==> src/acc_pkg.sv <==
package acc_pkg;

  // ----------------------------------------------------------------------
  // register offsets (i/o space)
  // ----------------------------------------------------------------------
  localparam logic [5:0] OFS_RESULT_LOW  = 6'h04;
  localparam logic [5:0] OFS_RESULT_HIGH = 6'h05;
  localparam logic [5:0] OFS_CTRL_STATUS = 6'h06;
  localparam logic [5:0] OFS_INPUT_SEL   = 6'h07;

  // ----------------------------------------------------------------------
  // control/status and input select field positions
  // ----------------------------------------------------------------------
  localparam int BIT_ENABLE     = 7;
  localparam int BIT_START      = 6;
  localparam int BIT_FREE_RUN   = 5;
  localparam int BIT_FLAG       = 4;
  localparam int BIT_IRQ_ENABLE = 3;
  localparam int BIT_LEFT_ADJ   = 5;

  localparam logic [7:0] RESET_BYTE = 8'h00;

  // ----------------------------------------------------------------------
  // conversion timing in converter clock cycles
  // ----------------------------------------------------------------------
  localparam logic [4:0] FIRST_CONV_CYCLES  = 5'h19;
  localparam logic [4:0] NORMAL_CONV_CYCLES = 5'h0D;

  // ----------------------------------------------------------------------
  // types
  // ----------------------------------------------------------------------
  typedef struct packed {
    logic [1:0] reference_select;
    logic [4:0] channel_select;
  } acc_sel_t;

  typedef struct packed {
    logic       we;
    logic       re;
    logic [5:0] addr;
    logic [7:0] wdata;
  } acc_io_t;

  typedef enum logic [1:0] {
    ST_OFF,
    ST_IDLE,
    ST_CONVERT
  } acc_state_t;

endpackage

==> src/acc_prescaler.sv <==
`timescale 1ns/1ps
module acc_prescaler (
  // clock and reset
  input  wire logic       ref_clk_i,
  input  wire logic       nrst_i,
  // control
  input  wire logic       run_i,
  input  wire logic [2:0] prescaler_select_i,
  // converter clock enable
  output logic            tick_o
);

  logic [6:0] count;
  logic [6:0] limit;

  // codes 0 and 1 both divide by two
  always_comb begin
    if (prescaler_select_i == 3'h0) begin
      limit = 7'h01;
    end else begin
      limit = 7'((8'h01 << prescaler_select_i) - 8'h01);
    end
  end

  always_ff @(posedge ref_clk_i) begin
    if (!nrst_i || !run_i) begin
      count  <= 7'h00;
      tick_o <= 1'b0;
    end else if (count >= limit) begin
      count  <= 7'h00;
      tick_o <= 1'b1;
    end else begin
      count  <= count + 7'h01;
      tick_o <= 1'b0;
    end
  end

endmodule

==> src/acc_top.sv <==
`timescale 1ns/1ps
// Notes on behaviour
// - enable bit powers converter; clearing it aborts a running conversion
// - writing start begins conversion; free-running needs only first start
// - first conversion after enable takes 25 converter clocks, later 13
// - start reads one while converting, zero after; writing zero ignored
// - free-running select makes conversions continuous; clearing it stops them
// - completion flag sets when conversion ends, even while result held frozen
// - flag clears on interrupt vector acknowledge or writing one to it
// - irq raised while flag, local enable and global enable all set
// - converter clock is system clock divided per three-bit prescaler
// - differential input result presented as two's complement
// - after low byte read, result frozen until high byte read
// - right adjust: bits 7:0 low byte, 9:8 in high bits 1:0
// - left adjust: bits 9:2 high byte, 1:0 in low bits 7:6
// - result low at 0x04, high at 0x05, read-only, reset zero
// - reference and channel changes take effect after current conversion
// - left adjust change alters result presentation immediately
module acc_top #(
  parameter int RESULT_WIDTH = 10
) (
  // clock and reset
  input  wire logic                    ref_clk_i,
  input  wire logic                    nrst_i,
  // i/o register port
  input  wire acc_pkg::acc_io_t        io_i,
  output logic [7:0]                   io_rdata_o,
  // processor interrupt side
  input  wire logic                    global_irq_enable_i,
  input  wire logic                    irq_ack_i,
  output logic                         irq_o,
  // analog core
  input  wire logic [RESULT_WIDTH-1:0] sample_i,
  output acc_pkg::acc_sel_t            core_sel_o,
  output logic                         core_power_o,
  output logic                         core_sample_o
);

  // ----------------------------------------------------------------------
  // registers
  // ----------------------------------------------------------------------
  acc_pkg::acc_state_t     state;
  logic                    converter_enable;
  logic                    free_running_select;
  logic                    completion_flag;
  logic                    completion_irq_enable;
  logic [2:0]              prescaler_select;
  logic                    left_adjust;
  acc_pkg::acc_sel_t       input_sel;
  logic [RESULT_WIDTH-1:0] result;
  logic                    frozen;
  logic                    pending_valid;
  logic [RESULT_WIDTH-1:0] pending;
  logic                    first_conv;
  logic [4:0]              cycles;
  logic                    tick;
  logic                    wr_ctrl;
  logic                    start_req;
  logic                    conv_done;
  logic [7:0]              ctrl_byte;
  logic [7:0]              low_byte;
  logic [7:0]              high_byte;

  assign wr_ctrl   = io_i.we && io_i.addr == acc_pkg::OFS_CTRL_STATUS;
  assign start_req = wr_ctrl && io_i.wdata[acc_pkg::BIT_START]
                     && io_i.wdata[acc_pkg::BIT_ENABLE];
  assign conv_done = state == acc_pkg::ST_CONVERT && tick
                     && cycles == 5'h01;

  acc_prescaler u_prescaler (
    .ref_clk_i          (ref_clk_i),
    .nrst_i             (nrst_i),
    .run_i              (converter_enable),
    .prescaler_select_i (prescaler_select),
    .tick_o             (tick)
  );

  // ----------------------------------------------------------------------
  // control fields
  // ----------------------------------------------------------------------
  always_ff @(posedge ref_clk_i) begin
    if (!nrst_i) begin
      converter_enable      <= 1'b0;
      free_running_select   <= 1'b0;
      completion_irq_enable <= 1'b0;
      prescaler_select      <= 3'h0;
    end else if (wr_ctrl) begin
      converter_enable      <= io_i.wdata[acc_pkg::BIT_ENABLE];
      free_running_select   <= io_i.wdata[acc_pkg::BIT_FREE_RUN];
      completion_irq_enable <= io_i.wdata[acc_pkg::BIT_IRQ_ENABLE];
      prescaler_select      <= io_i.wdata[2:0];
    end
  end

  always_ff @(posedge ref_clk_i) begin
    if (!nrst_i) begin
      left_adjust <= 1'b0;
      input_sel   <= '0;
    end else if (io_i.we && io_i.addr == acc_pkg::OFS_INPUT_SEL) begin
      left_adjust <= io_i.wdata[acc_pkg::BIT_LEFT_ADJ];
      input_sel   <= {io_i.wdata[7:6], io_i.wdata[4:0]};
    end
  end

  // ----------------------------------------------------------------------
  // conversion sequencer
  // ----------------------------------------------------------------------
  always_ff @(posedge ref_clk_i) begin
    if (!nrst_i) begin
      state      <= acc_pkg::ST_OFF;
      first_conv <= 1'b1;
      cycles     <= 5'h00;
      core_sel_o <= '0;
    end else if (wr_ctrl && !io_i.wdata[acc_pkg::BIT_ENABLE]) begin
      state      <= acc_pkg::ST_OFF;
      first_conv <= 1'b1;
    end else begin
      case (state)
        acc_pkg::ST_OFF: begin
          if (start_req) begin
            state      <= acc_pkg::ST_CONVERT;
            cycles     <= acc_pkg::FIRST_CONV_CYCLES;
            core_sel_o <= input_sel;
          end else if (wr_ctrl) begin
            state <= acc_pkg::ST_IDLE;
          end
        end
        acc_pkg::ST_IDLE: begin
          if (start_req) begin
            state      <= acc_pkg::ST_CONVERT;
            cycles     <= first_conv ? acc_pkg::FIRST_CONV_CYCLES
                                     : acc_pkg::NORMAL_CONV_CYCLES;
            core_sel_o <= input_sel;
          end
        end
        acc_pkg::ST_CONVERT: begin
          if (conv_done) begin
            first_conv <= 1'b0;
            core_sel_o <= input_sel;
            if (free_running_select) begin
              cycles <= acc_pkg::NORMAL_CONV_CYCLES;
            end else begin
              state <= acc_pkg::ST_IDLE;
            end
          end else if (tick) begin
            cycles <= cycles - 5'h01;
          end
        end
        default: begin
          state <= acc_pkg::ST_OFF;
        end
      endcase
    end
  end

  // ----------------------------------------------------------------------
  // result capture with read interlock
  // ----------------------------------------------------------------------
  // a result finishing while frozen waits in pending rather than being lost
  always_ff @(posedge ref_clk_i) begin
    if (!nrst_i) begin
      result        <= '0;
      frozen        <= 1'b0;
      pending_valid <= 1'b0;
      pending       <= '0;
    end else begin
      if (io_i.re && io_i.addr == acc_pkg::OFS_RESULT_LOW) begin
        frozen <= 1'b1;
      end else if (io_i.re && io_i.addr == acc_pkg::OFS_RESULT_HIGH) begin
        frozen <= 1'b0;
      end
      if (conv_done && frozen) begin
        pending       <= sample_i;
        pending_valid <= 1'b1;
      end else if (conv_done) begin
        result <= sample_i;                    // core gives two's compl.
        // a fresh result outranks an older one still waiting in pending
        pending_valid <= 1'b0;
      end else if (pending_valid && !frozen) begin
        result        <= pending;
        pending_valid <= 1'b0;
      end
    end
  end

  // ----------------------------------------------------------------------
  // completion flag, set wins over clear
  // ----------------------------------------------------------------------
  always_ff @(posedge ref_clk_i) begin
    if (!nrst_i) begin
      completion_flag <= 1'b0;
    end else if (conv_done) begin
      completion_flag <= 1'b1;
    end else if (irq_ack_i
                 || (wr_ctrl && io_i.wdata[acc_pkg::BIT_FLAG])) begin
      completion_flag <= 1'b0;
    end
  end

  // ----------------------------------------------------------------------
  // read path and outputs
  // ----------------------------------------------------------------------
  always_comb begin
    ctrl_byte = {converter_enable, state == acc_pkg::ST_CONVERT,
                 free_running_select, completion_flag,
                 completion_irq_enable, prescaler_select};
    if (left_adjust) begin
      high_byte = result[9:2];
      low_byte  = {result[1:0], 6'h00};
    end else begin
      high_byte = {6'h00, result[9:8]};
      low_byte  = result[7:0];
    end
  end

  always_ff @(posedge ref_clk_i) begin
    if (!nrst_i) begin
      io_rdata_o    <= acc_pkg::RESET_BYTE;
      irq_o         <= 1'b0;
      core_power_o  <= 1'b0;
      core_sample_o <= 1'b0;
    end else begin
      irq_o         <= completion_flag && completion_irq_enable
                       && global_irq_enable_i;
      core_power_o  <= converter_enable;
      core_sample_o <= conv_done;
      case (io_i.addr)
        acc_pkg::OFS_RESULT_LOW:  io_rdata_o <= low_byte;
        acc_pkg::OFS_RESULT_HIGH: io_rdata_o <= high_byte;
        acc_pkg::OFS_CTRL_STATUS: io_rdata_o <= ctrl_byte;
        acc_pkg::OFS_INPUT_SEL: begin
          io_rdata_o <= {input_sel.reference_select, left_adjust,
                         input_sel.channel_select};
        end
        default:                  io_rdata_o <= acc_pkg::RESET_BYTE;
      endcase
    end
  end

endmodule

==> config.mk <==
export PLATFORM = sky130hd
export DESIGN_NAME = acc_top
export DESIGN_NICKNAME = d
export VERILOG_FILES = /design/src/acc_pkg.sv /design/src/acc_prescaler.sv /design/src/acc_top.sv
export SDC_FILE = /design/constraint.sdc
export NUM_CORES = 1
export LEC_CHECK = 0
export BUFFER_PORTS_ARGS = -buffer_cell sky130_fd_sc_hd__buf_2
export CORE_MARGIN = 1.5
export CORE_UTILIZATION = 58
export CTS_BUF_LIST = sky130_fd_sc_hd__clkbuf_4
export DETAILED_ROUTE_END_ITERATION = 8
export PLACE_DENSITY = 0.8
export SLEW_MARGIN = 20
export SYNTH_ARGS = -nofsm -noshare
export SYNTH_HDL_FRONTEND = slang
export SYNTH_HIERARCHICAL = 1
export SYNTH_SLANG_ARGS = --single-unit
==> constraint.sdc <==
create_clock -name ref_clk_i -period 3.2 [get_ports ref_clk_i]
set_clock_uncertainty 0.1 [all_clocks]
set_input_delay 0.32 -clock ref_clk_i [delete_from_list [all_inputs] [get_ports ref_clk_i]]
set_output_delay 0.32 -clock ref_clk_i [all_outputs]
set_load 0.01 [all_outputs]
==> flow_summary_export.csv <==
group,metric,value,unit
route,viasPerCell,5.81,
die,num_io_pins,48,
clock_network,cts_resized,0,
hold_path,whs_path_depth,3,
hold_path,hold_path_class,"input pin to register",
clock_network,cts-root-buf,"clkbuf_4",
placement,hpwl,5.63,mm
synthesis,synthTopCellsByCount,"71 x dfxtp_1, 50 x nand2_1, 30 x mux2i_1",
cells_and_area,filler_cell_count,501,
setup_path,cp.arrival,2.60,ns
synthesis,synthesis.nets,417,
setup_path,slowest_stage,"a311oi_1",
synthesis,yosysSeqAreaShare,40.4,%
cells_and_area,antenna_cells,0,
setup_path,cp.required,3.45,ns
setup_path,start_kind,"register",
die,rows,28,
job,cap_violations,0,
timing,min_period_over_period,73.4,%
synthesis,synth_seq_cells,71,
grt,grt_max_degree,33,
synthesis,mappedNetlistArea,0.00352,mm2
setup_path,r2r-start,"state[0]",
placement,place_congestion,0.932,
setup_path,endpoint_kind,"register",
die,die_h,80.9,um
synthesis,netlist_top_cells_area,"dfxtp_1 40%, mux2i_1 8.5%, nand2_1 5.3%",
die,die_area,0.00654,mm2
die,coreArea,0.00589,mm2
power,p_leak,1.63,nW
power,p_per_area,425,mW/mm2
route,drt_iter0_drc,197,
clock_network,cts_buffers,9,
timing,finalSetupViolCount,0,
synthesis,synth_top_cell_by_area,"dfxtp_1",
cells_and_area,syn_to_final_growth,10.7,%
grt,grtUsageTotal,24.8,%
timing,slew_headroom,41.8,%
synthesis,synth_edf_count,0,
route,via_count,2882,
timing,slew_viol_final,0,
cells_and_area,nets,459,
clock_network,insertion_delay,0.41,ns
grt,overflow,0,
cells_and_area,drive_gt1_share,21.6,%
timing,layout_min_cycle_time,2.35,ns
clock_network,htree_num_levels,3,
grt,antenna_found_initial,0,
clock_network,clkSlewWorstSetupHoldPaths,0.11,ns
placement,io_buffers,47,
synthesis,yosys.cell_count.top_type,"dfxtp_1",
synthesis,ys.flop_type,"dfxtp_1",
clock_network,cts_tree,"built",
clock_network,clockBufferDepth,2,
timing,fin_tns_setup,0,ns
timing,worstMarginPinSlew,0.868,ns
power,power,1.65,mW
synthesis,yosys_warnings,6,
timing,grt_setup_unrepaired,"no",
hold_path,hp-start,"global_irq_enable_i",
clock_network,clock_sinks,71,
clock_network,cts_setup_buffers,0,
die,initial_core_util,59.8,%
synthesis,syn_avg_cell_area,9.41,um2
route,detail-route-antenna-nets,0,
run_status,status,"finished, final reports clean",
setup_path,reg2reg_slack,0.85,ns
timing,finalHoldViolCount,0,
grt,grt_first_pass_wirelength,12.5,mm
route,drt-pass1-iter-count,5,
placement,dp_cells,480,
synthesis,syn-instance-count,374,
cells_and_area,fin_cells,496,
setup_path,worst_path_largest_cell_delay,0.72,ns
route,wirelength,7.58,mm
synthesis,ys_async_sr_fraction,0,%
die,die_w,80.9,um
timing,fmaxAchievable,0.426,GHz
setup_path,crit_buf_inv,1,
setup_path,crit_fanout,7,
setup_path,path_delay_family,"compound AO/OA/AOI/OAI gates",
synthesis,netlist.area_leader.share,40.4,%
clock_network,ctsHoldBuffers,0,
setup_path,reg2reg_to,"cycles[2]",
route,route.detailed.drc,0,
power,peakVddDrop,0.461,mV
route,wl_per_cell,15.3,um
setup_path,path_cells,"inv_1 > ha_1 > nor2b_1 > a311oi_1 > and3_4 > a41o_1",
synthesis,yosysUniqueCellTypes,58,
grt,first_global_vias,2735,
cells_and_area,final_util,66.2,%
hold_path,worstHoldEndpoint,"irq_o",
setup_path,reg2regPathDepth,6,
setup_path,setup.worst_path.class,"register to register",
flip-flops by register name (all words and copies together), names as in the netlist, 2 cells and up:
register           count
pending               10
result                10
io_rdata_o             8
core_sel_o             7
input_sel              7
u_prescaler/count      7
cycles                 5
prescaler_select       3
state                  2
through the flow:
step	hold WS (ns)	setup slack [ns]	area, um2
global placement	0.343	1.04	3790
detailed placement	0.348	0.952	3790
floorplan	0.320	1.18	3520
CTS	0.00489	0.935	3900
global route	0.0207	0.741	3900
finish	0.0245	0.851	3900
per-layer routing:
metal	share of wire, %	up-vias	track usage (%)
met5	0	-	0
met4	1.4	0	8.10
met3	5.3	14	5.51
met2	48	87	42.7
met1	45	1334	30.7
li1	-	1447	-
cells by family after synthesis:
family	Yosys count	synth area share [%]
AOI/OAI and AO/OA	89	19.5
xor gates and xnor gates	7	1.74
adders and majority gates	13	4.62
buffers and inverters	33	4.20
DFF	71	40.4
muxes	43	12.7
and+or+nand+nor	118	16.8
placed cells by master (no fill, tap or decap), types with 5 or more instances in the layout:
master    count
o21ai_0       8
a31oi_1       6
mux2_1        5
dfxtp_1      71
o311a_1      10
buf_4         5
nand2_1      50
mux2_2        8
mux2i_1      30
nor2b_1       5
buf_2        47
a21oi_1      21
ha_1         13
a32oi_1       5
clkbuf_4      9
o21bai_1     10
nor2_1       26
inv_1        12
nand3_1       7
nor3_1        7
worst register-to-register path, stage by stage (launching register included):
cell	delay (ns)
dfxtp_1	0.42
inv_1	0.11
ha_1	0.27
nor2b_1	0.15
a311oi_1	0.72
and3_4	0.35
a41o_1	0.17
where the power goes:
| part | internal [mW] | switching (mW) | total, mW | leakage (nW) |
|---|---|---|---|---|
| clock | 0.153 | 0.306 | 0.459 | 0.0629 |
| sequential | 0.906 | 0.0383 | 0.944 | 0.572 |
| combinational | 0.114 | 0.137 | 0.251 | 0.993 |
| total | 1.17 | 0.481 | 1.65 | 1.63 |
how the worst max path moves through the flow:
stage	end	cells after the start	start
final	cycles[2]	6	state[0]
after CTS	cycles[2]	6	state[0]
after global routing	cycles[3]	6	state[0]
after floorplan	cycles[2]	6	state[0]
after global placement	cycles[2]	6	state[0]
after detailed placement	cycles[2]	6	state[0]
area by class of cell:
type	instances	area [um2]	area share [%]
flip-flops and latches	71	1420	36.5
clock buffers	9	67.6	1.73
repair buffers	52	273	7.00
multi-input cells	270	1960	50.2
clock inverters	7	40.0	1.03
well taps	75	93.8	2.41
inverters	12	45.0	1.16
Note: power is estimated with default switching activity, not from simulation.
